`config.mk`:
```
export PLATFORM = sky130hd
export DESIGN_NAME = fsvop_seq
export DESIGN_NICKNAME = d
export VERILOG_FILES = /design/src/verilog/fsvop_pkg.sv /design/src/verilog/fsvop_sync.sv /design/src/verilog/fsvop_addr_check.sv /design/src/verilog/fsvop_seq.sv
export VERILOG_INCLUDE_DIRS = /design/src /design/src/verilog
export SDC_FILE = /design/constraint.sdc
export NUM_CORES = 1
export LEC_CHECK = 0
export CORE_AREA = 5 5 145 147
export CTS_CLUSTER_DIAMETER = 100
export DETAILED_ROUTE_END_ITERATION = 8
export DIE_AREA = 0 0 150 152
export DONT_BUFFER_PORTS = 1
export PLACE_DENSITY = 0.78
export SLEW_MARGIN = 20
export SYNTH_ARGS = -nofsm -noshare
export SYNTH_HDL_FRONTEND = slang
export SYNTH_SLANG_ARGS = --single-unit
```
`constraint.sdc`:
```
create_clock -name mclk -period 5.2 [get_ports mclk]
set_input_delay 0.52 -clock mclk [delete_from_list [all_inputs] [get_ports mclk]]
set_output_delay 0.52 -clock mclk [all_outputs]
set_load 0.1 [all_outputs]
```
`src/verilog/fsvop_defs.svh`:
```
`ifndef FSVOP_DEFS_SVH
`define FSVOP_DEFS_SVH

`define FSVOP_CMD_ERASE_VERIFY_SECT 8'h03
`define FSVOP_CMD_READ_ONCE 8'h04
`define FSVOP_CMD_PROGRAM_PHRASE 8'h06

`define FSVOP_IDX_EVS_LAST 3'h2
`define FSVOP_IDX_RONCE_LAST 3'h1
`define FSVOP_IDX_PROG_LAST 3'h5

`define FSVOP_ONCE_MAX_INDEX 16'h0007
`define FSVOP_ONCE_PHRASES 8

`define FSVOP_ADDR_LO_PFLASH 23'h400000
`define FSVOP_ADDR_HI_PFLASH 23'h7fffff
`define FSVOP_SECT_BOUND_BIT 17

`define FSVOP_REG_CMD_OBJ 3'h0
`define FSVOP_REG_INDEX 3'h1
`define FSVOP_REG_STATUS 3'h2
`define FSVOP_REG_CTRL 3'h3

`define FSVOP_ST_COMMAND_COMPLETE_FLAG 7
`define FSVOP_ST_ACCESS_ERROR_FLAG 5
`define FSVOP_ST_PROTECTION_VIOLATION_FLAG 4
`define FSVOP_ST_MG1 1
`define FSVOP_ST_MG0 0

`define FSVOP_CTRL_MODE_OK 0

`define FSVOP_STEP_CYCLES 4'h3

`endif

```
`src/verilog/fsvop_pkg.sv`:
```
package fsvop_pkg;
    typedef enum logic [2:0] {
        FSVOP_IDLE = 3'b000,
        FSVOP_CHECK = 3'b001,
        FSVOP_VERIFY = 3'b010,
        FSVOP_FETCH = 3'b011,
        FSVOP_WRITE = 3'b100,
        FSVOP_READBACK = 3'b101,
        FSVOP_DONE = 3'b110
    } fsvop_state_t;
endpackage

```
`src/verilog/fsvop_sync.sv`:
```
`timescale 1ns/1ps
module fsvop_sync (
    input wire logic mclk,
    input wire logic rst,
    input wire logic din,
    output logic dout
);
    logic s1_q;
    logic s2_q;
    logic s3_q;

    // A change is taken once the second and third stages agree.
    always_ff @(posedge mclk or posedge rst) begin
        if (rst) begin
            s1_q <= 1'b0;
            s2_q <= 1'b0;
            s3_q <= 1'b0;
            dout <= 1'b0;
        end else begin
            s1_q <= din;
            s2_q <= s1_q;
            s3_q <= s2_q;
            if (s2_q == s3_q) begin
                dout <= s3_q;
            end
        end
    end
endmodule

```
`src/verilog/fsvop_addr_check.sv`:
```
`timescale 1ns/1ps
`include "fsvop_defs.svh"
module fsvop_addr_check
    import fsvop_pkg::*;
(
    input wire logic [22:0] start_addr,
    input wire logic [15:0] phrase_count,
    input wire logic check_section,
    output logic misaligned,
    output logic out_of_range,
    output logic crosses_bound
);
    logic [23:0] last_addr;

    always_comb begin
        last_addr = {1'b0, start_addr} + {5'h00, phrase_count, 3'h0} - 24'h000008;
        misaligned = (start_addr[2:0] != 3'h0);
        out_of_range = (start_addr < `FSVOP_ADDR_LO_PFLASH) ||
            (start_addr > `FSVOP_ADDR_HI_PFLASH);
        crosses_bound = 1'b0;
        if (check_section) begin
            crosses_bound = (phrase_count == 16'h0000) || last_addr[23] ||
                (last_addr[22:`FSVOP_SECT_BOUND_BIT] !=
                start_addr[22:`FSVOP_SECT_BOUND_BIT]);
        end
    end
endmodule

```
`src/verilog/fsvop_seq.sv`:
```
// Decided for this implementation: strobed register access and the register addresses.
`timescale 1ns/1ps
`include "fsvop_defs.svh"
module fsvop_seq
    import fsvop_pkg::*;
(
    input wire logic mclk,
    input wire logic rst,
    input wire logic [2:0] reg_addr,
    input wire logic [15:0] reg_wdata,
    input wire logic reg_wr,
    input wire logic reg_rd,
    output logic [15:0] reg_rdata,
    input wire logic cmd_mode_ok,
    input wire logic prot_region,
    output logic [22:0] flash_addr,
    output logic [63:0] flash_wdata,
    output logic flash_rd,
    output logic flash_wr,
    output logic flash_once_sel,
    input wire logic [63:0] flash_rdata,
    input wire logic flash_rd_err,
    input wire logic flash_rd_uncorr,
    output logic flash_busy,
    output logic block_read_invalid
);
    logic [15:0] cmd_obj_q [0:5];
    logic [2:0] command_index_q;
    logic command_complete_flag_q;
    logic access_error_flag_q;
    logic protection_violation_flag_q;
    logic verify_error_flag_q;
    logic uncorrectable_error_flag_q;
    logic mode_enable_q;
    fsvop_state_t state_q;
    fsvop_state_t state_d;
    logic [15:0] count_q;
    logic [22:0] addr_q;
    logic [3:0] wait_q;
    logic launch;
    logic mode_ok_sync;
    logic [22:0] cmd_addr;
    logic misaligned;
    logic out_of_range;
    logic crosses_bound;
    logic is_evs;
    logic [7:0] cmd_code;
    logic bad_launch;
    logic prot_hit;
    logic step_done;
    logic [15:0] status_word;
    logic [63:0] prog_data;

    fsvop_sync u_mode_sync (
        .mclk(mclk),
        .rst(rst),
        .din(cmd_mode_ok),
        .dout(mode_ok_sync)
    );

    assign cmd_code = cmd_obj_q[0][15:8];
    assign cmd_addr = {cmd_obj_q[0][6:0], cmd_obj_q[1]};
    assign is_evs = (cmd_code == `FSVOP_CMD_ERASE_VERIFY_SECT);
    assign prog_data = {cmd_obj_q[2], cmd_obj_q[3], cmd_obj_q[4], cmd_obj_q[5]};

    fsvop_addr_check u_addr_check (
        .start_addr(cmd_addr),
        .phrase_count(cmd_obj_q[2]),
        .check_section(is_evs),
        .misaligned(misaligned),
        .out_of_range(out_of_range),
        .crosses_bound(crosses_bound)
    );

    // Launch is a write of one to the complete flag position while idle with no access error or protection violation flag set.
    assign launch = reg_wr && (reg_addr == `FSVOP_REG_STATUS) &&
        reg_wdata[`FSVOP_ST_COMMAND_COMPLETE_FLAG] && command_complete_flag_q &&
        !access_error_flag_q && !protection_violation_flag_q;

    assign prot_hit = (cmd_code == `FSVOP_CMD_PROGRAM_PHRASE) && prot_region;

    always_comb begin
        bad_launch = 1'b0;
        if (!(mode_ok_sync && mode_enable_q)) begin
            bad_launch = 1'b1;
        end
        case (cmd_code)
            `FSVOP_CMD_ERASE_VERIFY_SECT: begin
                if (command_index_q != `FSVOP_IDX_EVS_LAST) begin
                    bad_launch = 1'b1;
                end
                if (crosses_bound) begin
                    bad_launch = 1'b1;
                end
                if (misaligned || out_of_range) begin
                    bad_launch = 1'b1;
                end
            end
            `FSVOP_CMD_READ_ONCE: begin
                if (command_index_q != `FSVOP_IDX_RONCE_LAST) begin
                    bad_launch = 1'b1;
                end
                if (cmd_obj_q[1] > `FSVOP_ONCE_MAX_INDEX) begin
                    bad_launch = 1'b1;
                end
            end
            `FSVOP_CMD_PROGRAM_PHRASE: begin
                if (command_index_q != `FSVOP_IDX_PROG_LAST) begin
                    bad_launch = 1'b1;
                end
                if (misaligned || out_of_range) begin
                    bad_launch = 1'b1;
                end
            end
            default: begin
                bad_launch = 1'b1;
            end
        endcase
    end

    assign step_done = (wait_q == 4'h0);

    always_comb begin
        state_d = state_q;
        case (state_q)
            FSVOP_IDLE: begin
                if (launch) begin
                    state_d = FSVOP_CHECK;
                end
            end
            FSVOP_CHECK: begin
                if (bad_launch || prot_hit) begin
                    state_d = FSVOP_DONE;
                end else if (is_evs) begin
                    state_d = FSVOP_VERIFY;
                end else if (cmd_code == `FSVOP_CMD_READ_ONCE) begin
                    state_d = FSVOP_FETCH;
                end else begin
                    state_d = FSVOP_WRITE;
                end
            end
            FSVOP_VERIFY: begin
                if (step_done && (count_q == 16'h0001)) begin
                    state_d = FSVOP_DONE;
                end
            end
            FSVOP_FETCH: begin
                if (step_done) begin
                    state_d = FSVOP_DONE;
                end
            end
            FSVOP_WRITE: begin
                if (step_done) begin
                    state_d = FSVOP_READBACK;
                end
            end
            FSVOP_READBACK: begin
                if (step_done) begin
                    state_d = FSVOP_DONE;
                end
            end
            FSVOP_DONE: begin
                state_d = FSVOP_IDLE;
            end
            default: begin
                state_d = FSVOP_IDLE;
            end
        endcase
    end

    always_ff @(posedge mclk or posedge rst) begin
        if (rst) begin
            state_q <= FSVOP_IDLE;
        end else begin
            state_q <= state_d;
        end
    end

    // Step timer paces each array access.
    always_ff @(posedge mclk or posedge rst) begin
        if (rst) begin
            wait_q <= 4'h0;
        end else if (state_q != state_d || (step_done && state_q == FSVOP_VERIFY)) begin
            wait_q <= `FSVOP_STEP_CYCLES;
        end else if (!step_done) begin
            wait_q <= wait_q - 4'h1;
        end
    end

    // Address and phrase count walk through the section.
    always_ff @(posedge mclk or posedge rst) begin
        if (rst) begin
            addr_q <= 23'h000000;
            count_q <= 16'h0000;
        end else if (state_q == FSVOP_CHECK) begin
            addr_q <= (cmd_code == `FSVOP_CMD_READ_ONCE) ?
                {20'h00000, cmd_obj_q[1][2:0]} : cmd_addr;
            count_q <= cmd_obj_q[2];
        end else if (state_q == FSVOP_VERIFY && step_done) begin
            addr_q <= addr_q + 23'h000008;
            count_q <= count_q - 16'h0001;
        end
    end

    assign flash_addr = addr_q;
    assign flash_wdata = prog_data;
    assign flash_wr = (state_q == FSVOP_WRITE) && step_done;
    assign flash_rd = step_done && ((state_q == FSVOP_VERIFY) ||
        (state_q == FSVOP_FETCH) || (state_q == FSVOP_READBACK));
    assign flash_once_sel = (state_q == FSVOP_FETCH);
    assign flash_busy = !command_complete_flag_q;
    assign block_read_invalid = (state_q == FSVOP_FETCH);

    // Command object words, command index and read-once result.
    always_ff @(posedge mclk or posedge rst) begin
        if (rst) begin
            for (int i = 0; i < 6; i++) begin
                cmd_obj_q[i] <= 16'h0000;
            end
            command_index_q <= 3'h0;
        end else if (state_q == FSVOP_FETCH && flash_rd) begin
            cmd_obj_q[2] <= flash_rdata[63:48];
            cmd_obj_q[3] <= flash_rdata[47:32];
            cmd_obj_q[4] <= flash_rdata[31:16];
            cmd_obj_q[5] <= flash_rdata[15:0];
        end else if (reg_wr && command_complete_flag_q) begin
            if (reg_addr == `FSVOP_REG_CMD_OBJ && command_index_q <= 3'h5) begin
                cmd_obj_q[command_index_q] <= reg_wdata;
            end
            if (reg_addr == `FSVOP_REG_INDEX) begin
                command_index_q <= reg_wdata[2:0];
            end
        end
    end

    always_ff @(posedge mclk or posedge rst) begin
        if (rst) begin
            mode_enable_q <= 1'b1;
        end else if (reg_wr && reg_addr == `FSVOP_REG_CTRL) begin
            mode_enable_q <= reg_wdata[`FSVOP_CTRL_MODE_OK];
        end
    end

    always_ff @(posedge mclk or posedge rst) begin
        if (rst) begin
            command_complete_flag_q <= 1'b1;
        end else if (state_q == FSVOP_DONE) begin
            command_complete_flag_q <= 1'b1;
        end else if (launch) begin
            command_complete_flag_q <= 1'b0;
        end
    end

    // Error flags: hardware set wins over a software write-one clear.
    always_ff @(posedge mclk or posedge rst) begin
        if (rst) begin
            access_error_flag_q <= 1'b0;
            protection_violation_flag_q <= 1'b0;
        end else begin
            if (state_q == FSVOP_CHECK && bad_launch) begin
                access_error_flag_q <= 1'b1;
            end else if (reg_wr && reg_addr == `FSVOP_REG_STATUS &&
                reg_wdata[`FSVOP_ST_ACCESS_ERROR_FLAG]) begin
                access_error_flag_q <= 1'b0;
            end
            if (state_q == FSVOP_CHECK && !bad_launch && prot_hit) begin
                protection_violation_flag_q <= 1'b1;
            end else if (reg_wr && reg_addr == `FSVOP_REG_STATUS &&
                reg_wdata[`FSVOP_ST_PROTECTION_VIOLATION_FLAG]) begin
                protection_violation_flag_q <= 1'b0;
            end
        end
    end

    always_ff @(posedge mclk or posedge rst) begin
        if (rst) begin
            verify_error_flag_q <= 1'b0;
            uncorrectable_error_flag_q <= 1'b0;
        end else if (launch) begin
            verify_error_flag_q <= 1'b0;
            uncorrectable_error_flag_q <= 1'b0;
        end else if (flash_rd) begin
            if (flash_rd_err || (state_q == FSVOP_VERIFY && flash_rdata != 64'hffffffffffffffff) ||
                (state_q == FSVOP_READBACK && flash_rdata != prog_data)) begin
                verify_error_flag_q <= 1'b1;
            end
            if (flash_rd_uncorr) begin
                uncorrectable_error_flag_q <= 1'b1;
            end
        end
    end

    assign status_word = {8'h00, command_complete_flag_q, 1'b0, access_error_flag_q,
        protection_violation_flag_q, 2'b00, verify_error_flag_q, uncorrectable_error_flag_q};

    always_ff @(posedge mclk or posedge rst) begin
        if (rst) begin
            reg_rdata <= 16'h0000;
        end else if (reg_rd) begin
            case (reg_addr)
                `FSVOP_REG_CMD_OBJ: begin
                    reg_rdata <= (command_index_q <= 3'h5) ? cmd_obj_q[command_index_q] : 16'h0000;
                end
                `FSVOP_REG_INDEX: begin
                    reg_rdata <= {13'h0000, command_index_q};
                end
                `FSVOP_REG_STATUS: begin
                    reg_rdata <= status_word;
                end
                `FSVOP_REG_CTRL: begin
                    reg_rdata <= {15'h0000, mode_enable_q};
                end
                default: begin
                    reg_rdata <= 16'h0000;
                end
            endcase
        end else begin
            reg_rdata <= 16'h0000;
        end
    end
endmodule

```
==> run metrics <==
layout cell share with drive strength beyond 1=0.1051; Iter 0 DRT Violations=1257; FP Rows=52; startpoint types=flip-flop; synthesized instance count=1249; dpl cells=1437; Avg Inst Size Synth=8.998 µm²; # hold bufs at CTS=0; post-synth cell types=71; non-filler instance count after layout=1469; Final Hold Fails=0; minimum clock period=3.787 ns; setup repair after global routing missed its margin=no; Tcrit/Tclk final=0.7282; Area growth syn-to-layout=4.977%; die height=152 µm; Worst-Margin Slew=1.146 ns; number of vias per cell=6.718; Peak Freq=0.2641 GHz; DR vias=9869; Initial Util=0.5682; Post-DRT Antenna Nets=0; multiplexer share of the synthesized area=0.1149; max-cap viol count=0; Bufs on Longest Clock Path=2; CTS tree=done; Clock Sinks=171; ys flop type=dfrtp_1; antenna violations before repair=0; Root Buffer=clkbuf_16; Max transition margin=0.2354; DP HPWL=28370 µm; die footprint=22800 µm²; Compound-Gate Fraction of Synth Area=0.1472; total track usage=0.3329; Critical Path Max Stage Delay=0.52 ns; Clock Latency Late Sink=0.44 ns; Syn Nets=1377; RD Place Congestion=0.9945; Chip Width=150 µm; Synth Area in XOR/XNOR=0.06313; Synth async-reset ratio=1.000; clk_skew=0.009305 ns; critical path fanouts, max=6; post-synthesis simple-gate area fraction=0.1632; Port Buf Inserts=0; wire per inst=25.85 µm; Post-CTS Repair Setup Buffers=0; Seq/Total Area, Yosys=0.3810; largest net degree at the start of global routing=104; outcome=finished clean; synthesized flop and latch total=171; hold_ws=0.1047 ns; Worst Setup End Kind=flip-flop; first-pass GRT wire length=58170 µm; Netlist Area Pre-Place=11240 µm²; Routed Wire Length=37970 µm; vias in the first global route=9612; WP data required=5.57 ns; Final nets=1314; Synth Area in Adders=0.04208; Final setup viols=0; CTS buffer count=17; ant diodes=0; Post-synth EDFFs=0; Max Slew Vio Count=0; clock slew at reported path FFs=0.07 ns; I/O pin count=199; H-tree Lvls=4; HP Class=in -> async; CP delay by family, top=simple AND/OR/NAND/NOR gates; Critical path buffers and inverters=3; final setup TNS=0 ns; Remaining Overflow, GRT=0; largest family of logic cells by synthesized area=simple AND/OR/NAND/NOR gates; critical path class=reg -> reg; DRC Markers=0; Initial DRT Pass Iterations=5; post-cts sizing count=0; core area=19780 µm²; Worst EP arrival=4.16 ns; Worst path slowest cell=or4_4; crit-path cells=buf_4 > inv_1 > ha_1 > inv_1 > ha_1 > and3_1 > and4_4 > nand3_2 > nand3_1 > mux2_1 > or4_4 > o41ai_2 > a41o_1; yosys synthesis warning count=0
synth_stat cells, drive strengths merged, types with 5 or more instances:
cell | count | share of area
a211oi | 12 | 0.0080
a21oi | 64 | 0.029
a22oi | 10 | 0.0067
a31oi | 7 | 0.0039
and3 | 7 | 0.0039
buf | 80 | 0.049
clkbuf | 38 | 0.013
dfrtp | 169 | 0.38
ha | 37 | 0.041
inv | 79 | 0.026
mux2 | 32 | 0.032
mux2i | 75 | 0.067
mux4 | 8 | 0.016
nand2 | 144 | 0.048
nand2b | 14 | 0.0078
nand3 | 21 | 0.0098
nand4 | 34 | 0.019
nor2 | 49 | 0.017
nor2b | 8 | 0.0045
nor3 | 34 | 0.016
nor4 | 34 | 0.021
o21ai | 131 | 0.058
o22ai | 7 | 0.0039
or3 | 5 | 0.0028
xnor2 | 8 | 0.0062
xor2 | 73 | 0.057
worst paths after layout:
check                                      start                           to  slack [ns]  cells past startpoint
worst max-delay path             flash_wdata[58]  protection_violation_flag_q        1.41                     13
worst min-delay path                         rst                   state_q[1]        0.10                      1
worst max register to register   flash_wdata[58]  protection_violation_flag_q        1.41                     13
worst min register to register  u_mode_sync.s1_q             u_mode_sync.s2_q        0.35                      0
max in group asynchronous                    rst                  cmd_addr[7]        3.91                      2
min in group mclk                    cmd_mode_ok             u_mode_sync.s1_q        0.11                      0
layout by cell type, fill, tap and decap left out, drive strengths merged, types with 5 or more instances in the layout:
cell type  netlist  layout
mux2i           75      75
nand3           21      21
mux4             8       8
xor2            73      73
nor2            49      49
clkinv           0       5
nand2b          14      14
a211oi          12      12
clkbuf          38      20
dfrtp          169     169
o21ai          131     131
a22oi           10      10
nand4           34      34
a21oi           64      64
a31oi            7       7
mux2            32      32
ha              37      37
nor2b            8       8
o22ai            7       7
inv             79      81
nand2          144     144
and3             7       7
or3              5       5
buf             80      36
nor3            34      34
nor4            34      34
xnor2            8       8
cells by family after synthesis:
family	Yosys count
compound gates	279
mux	115
flops	171
simple gates	368
xor+xnor	81
buf+inv	197
fa+ha+maj	38
registers in the layout, indices dropped and copies added, names as in the netlist:
name / flops
state_q: 3
u_mode_sync.s3_q: 1
access_error_flag_q: 1
command_complete_flag_q: 1
reg_rdata: 16
command_index_q: 3
flash_wdata: 64
cmd_obj_q: 1
u_mode_sync.s1_q: 1
u_mode_sync.s2_q: 1
u_mode_sync.dout: 1
flash_addr: 23
cmd_code: 8
verify_error_flag_q: 1
protection_violation_flag_q: 1
cmd_addr: 23
count_q: 16
uncorrectable_error_flag_q: 1
mode_enable_q: 1
wait_q: 4
area by class of cell:
type / instances / area (µm²)
clock buffer: 20 / 446.7
clock inverter: 12 / 140.1
fill: 1723 / 7981
inverter: 79 / 301.5
multi-input combinational: 881 / 6000
sequential: 171 / 4282
tap: 270 / 337.8
timing repair buffer: 36 / 290.3
layer usage:
| metal | routed length, µm | GRT usage |
|---|---|---|
| met5 | 0 | 0 |
| met4 | 2012 | 0.1564 |
| met3 | 5386 | 0.1451 |
| met2 | 16320 | 0.4818 |
| met1 | 14260 | 0.4288 |
through the flow:
stage / util / cell area, µm² / setup slack (ns)
final: 0.5965 / 11800 / 1.413
after floorplan: - / 11240 / 0.05152
after CTS: 0.5965 / 11800 / 1.405
after global placement: 0.5668 / 11210 / 1.506
after global routing: 0.5965 / 11800 / 1.234
after detailed placement: 0.5668 / 11210 / 1.430
Power is left out: the tool's default activity adds up to more than one toggle a clock period on the data nets, which glitch-free logic cannot reach.
